`config.mk`:
```
export PLATFORM = sky130hd
export DESIGN_NAME = spx_serial_port
export DESIGN_NICKNAME = d
export VERILOG_FILES = /design/src/design/spx_pkg.sv /design/src/design/spx_tick_if.sv /design/src/design/spx_sync.sv /design/src/design/spx_baud.sv /design/src/design/spx_serial_port.sv
export SDC_FILE = /design/constraint.sdc
export NUM_CORES = 1
export LEC_CHECK = 0
export CORE_MARGIN = 1
export CORE_UTILIZATION = 65
export DETAILED_ROUTE_END_ITERATION = 6
export DONT_BUFFER_PORTS = 1
export PLACE_DENSITY = 0.93
export SLEW_MARGIN = 15
export SYNTH_ARGS = -nofsm -noshare
export SYNTH_HDL_FRONTEND = slang
export SYNTH_SLANG_ARGS = --single-unit
export TNS_END_PERCENT = 30
```
`constraint.sdc`:
```
create_clock -name clk -period 6.2 [get_ports clk]
set_input_delay 0.31 -clock clk [delete_from_list [all_inputs] [get_ports clk]]
set_output_delay 0.31 -clock clk [all_outputs]
set_load 0.01 [all_outputs]
```
`src/design/spx_pkg.sv`:
```
// constants, field positions and types of the serial channel
// Function
// - sync mode moves 8-bit words, clock prescaled/2(n+1) or from clock pin
// - sync clock polarity bit picks rising or falling shift edge
// - bit order bit, sync mode only: 0 sends bit 0 first, 1 sends bit 7 first
// - multi-pin output routes the sync clock to exactly one of two pins
// - multi-pin output works only with the internal clock source
// - continuous receive, sync mode only: reading the receive buffer re-arms reception
// - async frame: start, 7/8/9 data, optional parity, one or two stops
// - internal async bit rate is prescaled clock over 16(n+1)
// - external async bit rate is clock pin rate over 16(n+1)
// - a channel without clock pin never uses an external clock
// - transmit starts only with transmit enabled and buffer holding data
// - async receive starts only when enabled and a start bit arrives
// - transmit request at buffer load or at shift end, by cause bit
// - receive request when a character enters the receive buffer
// - overrun flagged when new character arrives before buffer is read
// - on overrun buffer is overwritten and no receive request is made
// - framing error when configured stop bits are not found
// - parity error when ones count disagrees with odd or even setting
// - error sum flag is set by any overrun, framing or parity error
// - output idles high, or released when open drain, until transfer
// - clock pin is a plain port in async mode with internal clock, input when external
// - setting the sleep bit puts reception in multiprocessor sleep
// - in sleep only characters with data msb set are kept
`default_nettype none
package spx_pkg;
  localparam int AW = 8;
  localparam logic [AW-1:0] OFS_MODE = 8'h00;
  localparam logic [AW-1:0] OFS_CTL0 = 8'h04;
  localparam logic [AW-1:0] OFS_CTL1 = 8'h08;
  localparam logic [AW-1:0] OFS_CTL2 = 8'h0c;
  localparam logic [AW-1:0] OFS_BRG  = 8'h10;
  localparam logic [AW-1:0] OFS_TXB  = 8'h14;
  localparam logic [AW-1:0] OFS_RXB  = 8'h18;
  // field positions
  localparam int MD_EXT = 3, MD_STOP2 = 4, MD_PODD = 5;
  localparam int MD_PEN = 6, MD_SLEEP = 7;
  localparam int C0_OD = 5, C0_POL = 6, C0_MSB = 7;
  localparam int C1_TE = 0, C1_TBE = 1, C1_RE = 2, C1_RFULL = 3;
  localparam int C2_CAUSE = 0, C2_CONT = 2, C2_CKSEL = 4, C2_MULTI = 5;
  localparam int RB_OVR = 12, RB_FER = 13, RB_PER = 14, RB_SUM = 15;
  // mode field codes
  localparam logic [2:0] MODE_SYNC = 3'h1;
  localparam logic [2:0] MODE_A7 = 3'h4;
  localparam logic [2:0] MODE_A8 = 3'h5;
  localparam logic [2:0] MODE_A9 = 3'h6;
  localparam logic [7:0] RST_REG = 8'h00;
  // counts
  localparam logic [3:0] TK_MID = 4'h7;
  localparam logic [3:0] TK_LAST = 4'hf;
  localparam logic [3:0] SYNC_BITS = 4'h8;
  localparam logic [4:0] PRE_DIV8 = 5'h07;
  localparam logic [4:0] PRE_DIV32 = 5'h1f;
  typedef enum logic [1:0] {T_IDLE, T_RUN} spx_tx_t;
  typedef enum logic [1:0] {R_IDLE, R_START, R_DATA, R_DONE} spx_rx_t;
endpackage
`default_nettype wire

```
`src/design/spx_tick_if.sv`:
```
// bit rate generator hookup between channel and divider
`timescale 1ns/1ps
`default_nettype none
interface spx_tick_if;
  logic [1:0] src;      // prescale select
  logic [7:0] brg;      // divider value n
  logic       ext_sel;  // count clock pin edges
  logic       ext_edge; // clock pin rising edge
  logic       sub_edge; // sub oscillator rising edge
  logic       tick;     // one pulse per (n+1) source clocks
  modport gen (input src, brg, ext_sel, ext_edge, sub_edge, output tick);
  modport user (output src, brg, ext_sel, ext_edge, sub_edge, input tick);
endinterface
`default_nettype wire

```
`src/design/spx_sync.sv`:
```
// two-flop synchronisers with edge detect for pin inputs
`timescale 1ns/1ps
`default_nettype none
module spx_sync #(
  parameter int W = 3 // number of pins
) (
  input  wire logic         clk,  // system clock
  input  wire logic         rst,  // sync reset
  input  wire logic [W-1:0] d,    // raw pins
  output logic      [W-1:0] q,    // synchronised level
  output logic      [W-1:0] rise, // rising edge pulse
  output logic      [W-1:0] fall  // falling edge pulse
);
  genvar g;
  generate
    for (g = 0; g < W; g++) begin : g_pin
      logic s1, s2, s3;
      // s1 only feeds s2, edges come from s2 and s3
      always_ff @(posedge clk) begin
        if (rst) begin
          s1 <= 1'b1;
          s2 <= 1'b1;
          s3 <= 1'b1;
        end else begin
          s1 <= d[g];
          s2 <= s1;
          s3 <= s2;
        end
      end
      assign q[g] = s2;
      assign rise[g] = s2 & ~s3;
      assign fall[g] = ~s2 & s3;
    end
  endgenerate
endmodule
`default_nettype wire

```
`src/design/spx_baud.sv`:
```
// prescaler and n+1 divider giving the 16x / half-period tick
`timescale 1ns/1ps
`default_nettype none
module spx_baud (
  input  wire logic clk, // system clock
  input  wire logic rst, // sync reset
  spx_tick_if.gen   t    // settings in, tick out
);
  import spx_pkg::*;
  logic [4:0] pre;
  logic [7:0] cnt;
  logic       pre_hit, src;
  // prescaled source clock pulse
  always_comb begin
    case (t.src)
      2'h0: pre_hit = 1'b1;
      2'h1: pre_hit = (pre[2:0] == PRE_DIV8[2:0]);
      2'h2: pre_hit = (pre == PRE_DIV32);
      default: pre_hit = t.sub_edge;
    endcase
    src = t.ext_sel ? t.ext_edge : pre_hit;
  end
  // free running prescaler
  always_ff @(posedge clk) begin
    if (rst) pre <= 5'h00;
    else pre <= pre + 5'h01;
  end
  // divide by n+1; 16 ticks per bit gives 16(n+1)
  always_ff @(posedge clk) begin
    t.tick <= 1'b0;
    if (rst) begin
      cnt <= 8'h00;
    end else if (src) begin
      if (cnt >= t.brg) begin
        cnt <= 8'h00;
        t.tick <= 1'b1;
      end else begin
        cnt <= cnt + 8'h01;
      end
    end
  end
endmodule
`default_nettype wire

```
`src/design/spx_serial_port.sv`:
```
// serial channel top: apb registers, sync and async engines, pins
`timescale 1ns/1ps
`default_nettype none
module spx_serial_port #(
  parameter bit HAS_CLK_PIN = 1'b1 // 0 for a channel with no clock pin
) (
  input  wire logic                  clk,          // 40 mhz clock
  input  wire logic                  rst,          // sync reset
  input  wire logic                  psel,         // apb select
  input  wire logic                  penable,      // apb enable
  input  wire logic                  pwrite,       // apb direction
  input  wire logic [spx_pkg::AW-1:0] paddr,       // apb byte address
  input  wire logic [31:0]           pwdata,       // apb write data
  output logic      [31:0]           prdata,       // apb read data
  output logic                       pready,       // apb ready
  output logic                       pslverr,      // unmapped address
  input  wire logic                  serial_in_pin,     // rx line
  output logic                       serial_out_pin,    // tx line level
  output logic                       serial_out_oe,     // tx line drive
  input  wire logic                  serial_clock_pin_in, // clock pin in
  output logic                       serial_clock_pin_out, // clock out
  output logic                       serial_clock_pin_oe,  // clock drive
  output logic                       alternate_clock_out_pin, // alt clk
  output logic                       alternate_clock_out_oe,  // alt drive
  input  wire logic                  sub_oscillator_clock, // slow source
  output logic                       tx_irq,       // transmit request
  output logic                       rx_irq        // receive request
);
  import spx_pkg::*;

  logic [7:0] mode, ctl0, brg;
  logic       te, re, cause, cont, cksel, multi;
  logic [8:0] txb, rxb, rx_val;
  logic       tx_full, rx_full, ovr, fer, per;
  logic       rx_done, rx_fe, rx_pe;
  logic [31:0] rdmux;
  logic        hit;
  spx_tx_t     tx_st;
  spx_rx_t     rs;
  logic [12:0] tx_sh;
  logic [11:0] rsh, al;
  logic [3:0]  tx_cnt, tk, rk, rcnt, clen, nbits;
  logic        ser_o, sclk_lv;
  logic [2:0]  pin_q, pin_rise, pin_fall;
  logic        rxq, ckq, is_sync, is_async, ext, idle_lv, int_clk, alt;
  logic        lead, trail, tx_go, sync_trail, acc, wr, rd_rxb;
  logic [8:0]  dmask;
  logic        stop_ok, msb_bit;

  spx_tick_if tif ();

  spx_sync #(.W(3)) u_sync (
    .clk  (clk),
    .rst  (rst),
    .d    ({sub_oscillator_clock, serial_clock_pin_in, serial_in_pin}),
    .q    (pin_q),
    .rise (pin_rise),
    .fall (pin_fall)
  );

  spx_baud u_baud (
    .clk (clk),
    .rst (rst),
    .t   (tif.gen)
  );

  // no clock pin means the external source is never chosen
  assign ext = mode[MD_EXT] & HAS_CLK_PIN;
  assign rxq = pin_q[0];
  assign ckq = pin_q[1];
  assign tif.src = ctl0[1:0];
  assign tif.brg = brg;
  assign tif.ext_sel = ext & ~is_sync;
  assign tif.ext_edge = pin_rise[1];
  assign tif.sub_edge = pin_rise[2];

  // mode decode and frame length
  always_comb begin
    is_sync = (mode[2:0] == MODE_SYNC);
    is_async = (mode[2:0] == MODE_A7) || (mode[2:0] == MODE_A8) ||
               (mode[2:0] == MODE_A9);
    if (mode[2:0] == MODE_A7) begin
      clen = 4'd7;
      dmask = 9'h07f;
    end else if (mode[2:0] == MODE_A9) begin
      clen = 4'd9;
      dmask = 9'h1ff;
    end else begin
      clen = 4'd8;
      dmask = 9'h0ff;
    end
    // bits after the start bit
    nbits = clen + {3'h0, mode[MD_PEN]} + 4'd1 +
            {3'h0, mode[MD_STOP2]};
  end

  // transfer clock edges: lead moves data out, trail samples
  always_comb begin
    idle_lv = ~ctl0[C0_POL];
    int_clk = is_sync & ~ext;
    alt = int_clk & multi & cksel;
    if (ext) begin
      lead = ctl0[C0_POL] ? pin_rise[1] : pin_fall[1];
      trail = ctl0[C0_POL] ? pin_fall[1] : pin_rise[1];
    end else begin
      lead = tif.tick & (sclk_lv == idle_lv);
      trail = tif.tick & (sclk_lv != idle_lv);
    end
    sync_trail = is_sync & (tx_st == T_RUN) & trail;
    // external clock must sit at idle level before a sync start
    tx_go = te & tx_full & (is_async |
            (is_sync & (~ext | (ckq == idle_lv))));
  end

  // reverse a byte when the msb-first order is chosen
  function automatic logic [7:0] ord8(input logic [7:0] d,
                                      input logic msb);
    logic [7:0] r;
    r = d;
    if (msb) begin
      for (int i = 0; i < 8; i++) begin
        r[i] = d[7 - i];
      end
    end
    return r;
  endfunction

  // async frame, bit 0 first on the line, unused upper bits idle high
  function automatic logic [12:0] mk_frame(input logic [8:0] d,
                                           input logic [3:0] n,
                                           input logic pen,
                                           input logic odd);
    logic [12:0] f;
    logic        p;
    f = 13'h1fff;
    p = odd;
    f[0] = 1'b0;
    for (int i = 0; i < 9; i++) begin
      if (i < int'(n)) begin
        f[i + 1] = d[i];
        p = p ^ d[i];
      end
    end
    if (pen) f[n + 4'd1] = p;
    return f;
  endfunction

  // apb handshake: one wait state, read data latched in setup
  assign acc = psel & penable & pready;
  assign wr = acc & pwrite;
  assign rd_rxb = acc & ~pwrite & (paddr == OFS_RXB);

  // read mux and address decode
  always_comb begin
    rdmux = 32'h0000_0000;
    hit = 1'b1;
    if (paddr == OFS_MODE) begin
      rdmux[7:0] = mode;
    end else if (paddr == OFS_CTL0) begin
      rdmux[7:0] = ctl0;
    end else if (paddr == OFS_CTL1) begin
      rdmux[C1_TE] = te;
      rdmux[C1_TBE] = ~tx_full;
      rdmux[C1_RE] = re;
      rdmux[C1_RFULL] = rx_full;
    end else if (paddr == OFS_CTL2) begin
      rdmux[C2_CAUSE] = cause;
      rdmux[C2_CONT] = cont;
      rdmux[C2_CKSEL] = cksel;
      rdmux[C2_MULTI] = multi;
    end else if (paddr == OFS_BRG) begin
      rdmux[7:0] = brg;
    end else if (paddr == OFS_TXB) begin
      rdmux[8:0] = txb;
    end else if (paddr == OFS_RXB) begin
      rdmux[8:0] = rxb;
      rdmux[RB_OVR] = ovr;
      rdmux[RB_FER] = fer;
      rdmux[RB_PER] = per;
      rdmux[RB_SUM] = ovr | fer | per;
    end else begin
      hit = 1'b0;
    end
  end

  // apb answer flops
  always_ff @(posedge clk) begin
    if (rst) begin
      pready <= 1'b0;
      pslverr <= 1'b0;
      prdata <= 32'h0000_0000;
    end else begin
      pready <= psel & penable & ~pready;
      pslverr <= psel & penable & ~pready & ~hit;
      if (psel && !penable) prdata <= rdmux;
    end
  end

  // software written configuration
  always_ff @(posedge clk) begin
    if (rst) begin
      mode <= RST_REG;
      ctl0 <= RST_REG;
      brg <= RST_REG;
      txb <= 9'h000;
      te <= 1'b0;
      re <= 1'b0;
      {cause, cont, cksel, multi} <= 4'h0;
    end else if (wr) begin
      if (paddr == OFS_MODE) begin
        mode <= pwdata[7:0];
      end else if (paddr == OFS_CTL0) begin
        ctl0 <= pwdata[7:0];
      end else if (paddr == OFS_CTL1) begin
        te <= pwdata[C1_TE];
        re <= pwdata[C1_RE];
      end else if (paddr == OFS_CTL2) begin
        cause <= pwdata[C2_CAUSE];
        cont <= pwdata[C2_CONT];
        cksel <= pwdata[C2_CKSEL];
        multi <= pwdata[C2_MULTI];
      end else if (paddr == OFS_BRG) begin
        brg <= pwdata[7:0];
      end else if (paddr == OFS_TXB) begin
        txb <= pwdata[8:0];
      end
    end
  end

  // transmit buffer full flag; a write in the load cycle is kept
  always_ff @(posedge clk) begin
    if (rst) begin
      tx_full <= 1'b0;
    end else begin
      if (tx_st == T_IDLE && tx_go) tx_full <= 1'b0;
      // old dummy data is reused, so no rewrite is needed
      if (rd_rxb && cont && is_sync) tx_full <= 1'b1;
      if (wr && paddr == OFS_TXB) tx_full <= 1'b1;
    end
  end

  // transmit engine, shared by sync and async modes
  always_ff @(posedge clk) begin
    tx_irq <= 1'b0;
    if (rst) begin
      tx_st <= T_IDLE;
      ser_o <= 1'b1;
      sclk_lv <= 1'b1;
      tx_sh <= 13'h1fff;
      tx_cnt <= 4'h0;
      tk <= 4'h0;
    end else begin
      case (tx_st)
        T_IDLE: begin
          ser_o <= 1'b1;
          sclk_lv <= idle_lv;
          if (tx_go) begin
            tx_st <= T_RUN;
            tk <= 4'h0;
            tx_irq <= ~cause;
            if (is_sync) begin
              tx_sh <= {5'h1f, ord8(txb[7:0], ctl0[C0_MSB])};
              tx_cnt <= SYNC_BITS;
            end else begin
              ser_o <= 1'b0;
              // start bit goes out now, so the register keeps the rest
              tx_sh <= 13'({1'b1, mk_frame(txb, clen, mode[MD_PEN],
                                           mode[MD_PODD])} >> 1);
              tx_cnt <= nbits;
            end
          end
        end
        T_RUN: begin
          if (is_sync) begin
            if (int_clk && tif.tick) sclk_lv <= ~sclk_lv;
            if (lead) begin
              ser_o <= tx_sh[0];
              tx_sh <= {1'b1, tx_sh[12:1]};
            end
            if (trail) begin
              tx_cnt <= tx_cnt - 4'd1;
              if (tx_cnt == 4'd1) begin
                tx_st <= T_IDLE;
                tx_irq <= cause;
              end
            end
          end else if (tif.tick) begin
            tk <= tk + 4'd1;
            if (tk == TK_LAST) begin
              if (tx_cnt == 4'd0) begin
                tx_st <= T_IDLE;
                tx_irq <= cause;
              end else begin
                ser_o <= tx_sh[0];
                tx_sh <= {1'b1, tx_sh[12:1]};
                tx_cnt <= tx_cnt - 4'd1;
              end
            end
          end
        end
        default: tx_st <= T_IDLE;
      endcase
    end
  end

  // received frame aligned to bit 0, then checked
  always_comb begin
    al = rsh >> (4'd12 - nbits);
    stop_ok = al[clen + {3'h0, mode[MD_PEN]}] &
              (~mode[MD_STOP2] | al[clen + {3'h0, mode[MD_PEN]} + 4'd1]);
    msb_bit = al[clen - 4'd1];
  end

  // receive engine: sync shifts on trail edges, async oversamples
  always_ff @(posedge clk) begin
    rx_done <= 1'b0;
    if (rst) begin
      rs <= R_IDLE;
      rk <= 4'h0;
      rcnt <= 4'h0;
      rsh <= 12'h000;
      rx_val <= 9'h000;
      rx_fe <= 1'b0;
      rx_pe <= 1'b0;
    end else if (is_sync) begin
      rs <= R_IDLE;
      if (sync_trail && re) begin
        rsh <= {4'h0, rxq, rsh[7:1]};
        if (tx_cnt == 4'd1) begin
          rx_done <= 1'b1;
          rx_val <= {1'b0, ord8({rxq, rsh[7:1]}, ctl0[C0_MSB])};
          rx_fe <= 1'b0;
          rx_pe <= 1'b0;
        end
      end
    end else begin
      case (rs)
        R_IDLE: begin
          if (is_async && re && !rxq) begin
            rs <= R_START;
            rk <= 4'h0;
          end
        end
        R_START: begin
          if (tif.tick) begin
            rk <= rk + 4'd1;
            // a short low pulse is a glitch, not a start bit
            if (rk == TK_MID) begin
              rk <= 4'h0;
              rcnt <= nbits;
              rs <= rxq ? R_IDLE : R_DATA;
            end
          end
        end
        R_DATA: begin
          if (tif.tick) begin
            rk <= rk + 4'd1;
            if (rk == TK_LAST) begin
              rsh <= {rxq, rsh[11:1]};
              rcnt <= rcnt - 4'd1;
              if (rcnt == 4'd1) rs <= R_DONE;
            end
          end
        end
        R_DONE: begin
          rs <= R_IDLE;
          rx_val <= al[8:0] & dmask;
          rx_fe <= ~stop_ok;
          rx_pe <= mode[MD_PEN] &
                   (^(al[8:0] & dmask) ^ al[clen] ^ mode[MD_PODD]);
          // sleeping receiver drops characters with msb clear
          rx_done <= ~(mode[MD_SLEEP] & ~msb_bit);
        end
        default: rs <= R_IDLE;
      endcase
    end
  end

  // receive buffer and error flags; a new event beats a read clear
  always_ff @(posedge clk) begin
    rx_irq <= 1'b0;
    if (rst) begin
      rxb <= 9'h000;
      rx_full <= 1'b0;
      {ovr, fer, per} <= 3'h0;
    end else begin
      if (rd_rxb) begin
        rx_full <= 1'b0;
        {ovr, fer, per} <= 3'h0;
      end
      if (rx_done) begin
        rxb <= rx_val;
        if (rx_fe) fer <= 1'b1;
        if (rx_pe) per <= 1'b1;
        if (rx_full && !rd_rxb) begin
          ovr <= 1'b1;
        end else begin
          rx_full <= 1'b1;
          rx_irq <= 1'b1;
        end
      end
    end
  end

  // pin drivers; clock pin is left to the port when not clocking out
  always_ff @(posedge clk) begin
    if (rst) begin
      serial_out_pin <= 1'b1;
      serial_out_oe <= 1'b1;
      serial_clock_pin_out <= 1'b1;
      serial_clock_pin_oe <= 1'b0;
      alternate_clock_out_pin <= 1'b1;
      alternate_clock_out_oe <= 1'b0;
    end else begin
      serial_out_pin <= ser_o;
      serial_out_oe <= ~(ctl0[C0_OD] & ser_o);
      serial_clock_pin_out <= sclk_lv;
      serial_clock_pin_oe <= int_clk & ~alt;
      alternate_clock_out_pin <= alt ? sclk_lv : idle_lv;
      alternate_clock_out_oe <= alt;
    end
  end
endmodule
`default_nettype wire

```
==> flow_results.org <==
** Synth
- Of the total synthesized cell area, the portion taken by AND, OR, NAND and NOR gates is around a fifth.
- Fraction of the yosys area taken by sequential cells :: 37.0%
- Summing the areas of all fa, ha and maj instances in the mapped netlist gives under 10% of the synthesized area.
- Yosys mapped a number of flops with a built-in enable equal to 0.
- Multiplexer cells account for 11.3% of the synthesized area.
- Average cell area after synthesis :: 8.39 um2
- Biggest area consumer among synthesized cells :: dfxtp_1
- In this run, synthesis produced a sequential element count of 155.
- After synthesis, the share of flip-flops with an asynchronous set or reset is 0%.
- Dominant combinational cell family by area after synthesis :: simple AND/OR/NAND/NOR gates
- Xor/xnor cell area share of the yosys netlist :: 4.18%
- Top area cells in the synthesized netlist :: dfxtp_1 37%, mux2i_1 7.2%, nand2_1 6.1%
- Most used flip-flop cell after synthesis :: dfxtp_1
- Count of warnings emitted by yosys :: 0
- Summing every instance area after synthesis gives 0.00838 mm2.
- Post-synth cell types :: 76
- The synthesized netlist devotes between 10% and 20% of its cell area to compound gates.
- Synthesis handed over a netlist of between 900 and 1000 instances.
- Summed over its instances, the top area cell type makes up 37.0% of the synthesized netlist area.

** Global routing
- The first global-routing pass estimated roughly 33000 um of wire.
- The number of global-route vias before repair was between 6000 and 7000.
- Entering global routing, the biggest net connects between 100 and 150 pins.
- Initial antenna violation count :: 0
- Global routing used about a third of the available tracks across all layers.
- Overflow left after global routing :: 0

** Drt
- Detailed routing inserted a total of slightly above 7000 vias.
- For this run, design rule violations remaining after detail routing come to 0.
- Number of DRC markers after the initial detailed-route iteration :: ~900
- WL final :: 20900 um
- After detailed routing, the average wire length per cell comes to 18.2 um.
- For this run, the detailed router's first-pass iteration total came to 7.
- DRT antenna net count :: 0
- After detailed routing, the number of vias per cell comes to 6.33.

** Clock tree
- CTS H-Tree Depth :: 4
- TritonCTS built the clock tree.
- No sink is reached through more buffers than the 2 on the longest clock path.
- Quantity of gates resized following cts :: 0
- Clock-pin slew was measured on the worst setup and hold paths at 70 ps.
- Number of buffers created by CTS :: 17
- The clock reaches the later pin of the worst-skew pair after 440 ps.
- Root Buffer Master :: clkbuf_16
- CTS sink cnt :: 155

** Final layout
- Leaving out fill and tap cells, the most frequent cell in the layout is dfxtp_1.
- Number of antenna repair diodes :: 0
- Commonest cells after routing, fill and taps aside :: 155 x dfxtp_1, 135 x nand2_1, 108 x nor2_1, 83 x a21oi_1, 60 x mux2i_1
- After filler insertion, the fill cell instance count of the layout stands at 890.
- Non-Filler Cell Area, Final :: 0.00886 mm2
- Share of layout cells above drive strength 1 :: 7.80%
- In the final design database the tool counted 1037 nets.
- Compared with the post-synthesis result, the final layout area differs by 5.75%.

** STA
- For this run, the top clock speed supported by timing is about 200 MHz.
- The total count of hold-check failures in the final report was 0.
- Measured against its own limit, the worst slew margin works out to 33.3%.
- Final count of negative-setup-slack endpoints :: 0
- For the pin with the worst max-slew slack, the measured transition is 1000 ps.
- Setup repair after global routing left no endpoint under its margin.
- For the final routed database, the setup TNS stands at 0 ps.
- The count of final max-slew check failures was 0.
- Final period demand of the worst path :: 5100 ps
- Final worst slack :: 1100 ps
- The final critical path takes up ~82% of the cycle.
- On the final layout, the worst clock skew is around 9.6 ps.
- Hold is met by 8.60 ps.

** Placed design
- Port Buf Inserts :: 0
- Setup WS pre-CTS :: 1290 ps
- GP Congestion :: ~0.93
- DP Area :: 0.00825 mm2
- After legalization and detailed placement, the total HPWL measured roughly 14000 um.

** Hold path
- Min-Delay Startpoint :: pwdata[7]
- The min-delay analysis places its worst path in the category in2reg.

** Floorplan
- Die area :: 0.0133 mm2
- The floorplan has 41 rows.
- Once the floorplan was initialized, standard cells occupied 66.6% of the core.
- Die extent in x :: about 120 um
- Area of the core :: roughly 0.013 mm2
- The die is 116 um tall.
- IO Pins :: 90

** Worst setup path
- Series of cell instances along the critical path :: nand2b_1 -> inv_1 -> ha_1 -> inv_1 -> ha_1 -> inv_1 -> ha_1 -> nor3b_1 -> mux2i_1 -> nor2_1 -> o21ai_2 -> xnor3_1 -> xnor2_1 -> xnor2_1 -> o21ai_1
- Worst setup path startpoint :: mode[0]
- In this run the critical register-to-register path is launched from mode[0].
- Arrival time at the worst endpoint :: between 5000 and 6000 ps
- Kind of launch point of the worst setup path :: register
- Together, buffers and inverters on the worst path number 3.
- Along the worst path, the maximum fanout reaches 19.
- Crit path kind :: reg2reg
- Cell with the largest stage delay on the worst path :: ha_1
- Max stage delay on crit path :: 860 ps
- Kind of end point of the critical path :: register
- Req. time, crit path :: between 6000 and 7000 ps
- The kind of cell with the highest combined delay along the critical path is adder cells.

** Job
- Max Cap Violations :: 0

** Pwr
- VDD sags by at most 219 uV.
- Power Dens Cells :: ~230 mW/mm2
- Overall power after layout :: 2050 uW
- In this run the static leakage power is 0.00326 uW.

** Outcome
- Run status :: finished, final reports clean
## final timing paths
kind,to,slack (ps),cells past startpoint
setup reg to reg,rx_pe,1100,15
setup / recovery,rx_pe,1100,15
hold reg to reg,u_sync.g_pin[1].s2,410,1
hold / removal,mode[7],9,2
## state kept, by name, summed over array words and instances (netlist names), 5 cells and up, named ones only
name,count
brg,8
ctl0,8
mode,8
prdata,13
rsh,12
rx_val,9
rxb,9
tx_sh,12
txb,9
u_baud.cnt,8
u_baud.pre,5
## per-stage QoR
step	utilization, %	cells
3_5_place_dp	65.6	1109
5_1_grt	70.5	1146
4_1_cts	70.5	1146
3_3_place_gp	65.6	1109
6_report	70.5	1146
2_1_floorplan	-	1016
## routing by layer
layer	track usage (%)	vias to the layer above	share of wire, %	wire [um]
li1	-	3368	-	-
met1	40.7	3391	40	8280
met2	50.2	414	46	9680
met3	8.73	83	10	2110
met4	15.1	0	3.9	810
met5	0	-	0	0
## repair_timing
item	4_1_cts	5_1_grt
hold buffers	5	0
endpoints found under the hold margin	130	0
setup buffers	0	0
## power breakdown
group | internal [uW] | switching, uW
clock network | 558 | 418
registers | 1000 | 5.50
logic | 19.8 | 42.2
total | 1580 | 466
## logic make-up (layout without fill, tap and decap cells)
logic type               after synthesis  count (layout)
AO/OA/AOI/OAI                        215             215
XOR/XNOR                              35              35
adder cells (fa/ha/maj)               28              28
buffers and inverters                114              72
flip-flops                           155             155
multiplexers                          79              79
other                                  1              19
AND/OR/NAND/NOR                      371             371
## synth_stat cells (4+ instances only)
library cell	n
o211ai_1	13
xnor2_1	22
a21oi_1	83
nand3_1	29
buf_4	19
ha_1	28
clkbuf_1	42
a31oi_1	8
buf_2	7
nand4_1	6
nor3b_1	6
a22oi_1	12
inv_1	33
mux4_2	8
dfxtp_1	155
a211oi_1	12
a21o_1	4
o21ai_1	4
nand2b_1	11
buf_1	7
nor4_1	4
clkbuf_8	4
a311oi_1	4
o21ai_0	29
nor3_1	18
mux2_2	8
and3_1	5
nor2_1	108
mux2i_1	60
nor2b_1	13
xor2_1	8
o22ai_1	9
or2_2	10
and2_1	9
nand2_1	135
## final cells by class
cell class	count	area, um2	share of cell area, %
Sequential cell	155	3100	35.0
Clock inverter	12	97.6	1.10
Timing Repair Buffer	7	82.6	0.932
Clock buffer	20	447	5.04
Inverter	33	124	1.40
Multi-Input combinational cell	747	4790	54.1
Tap cell	172	215	2.43
(Power assumes the default switching activity.)
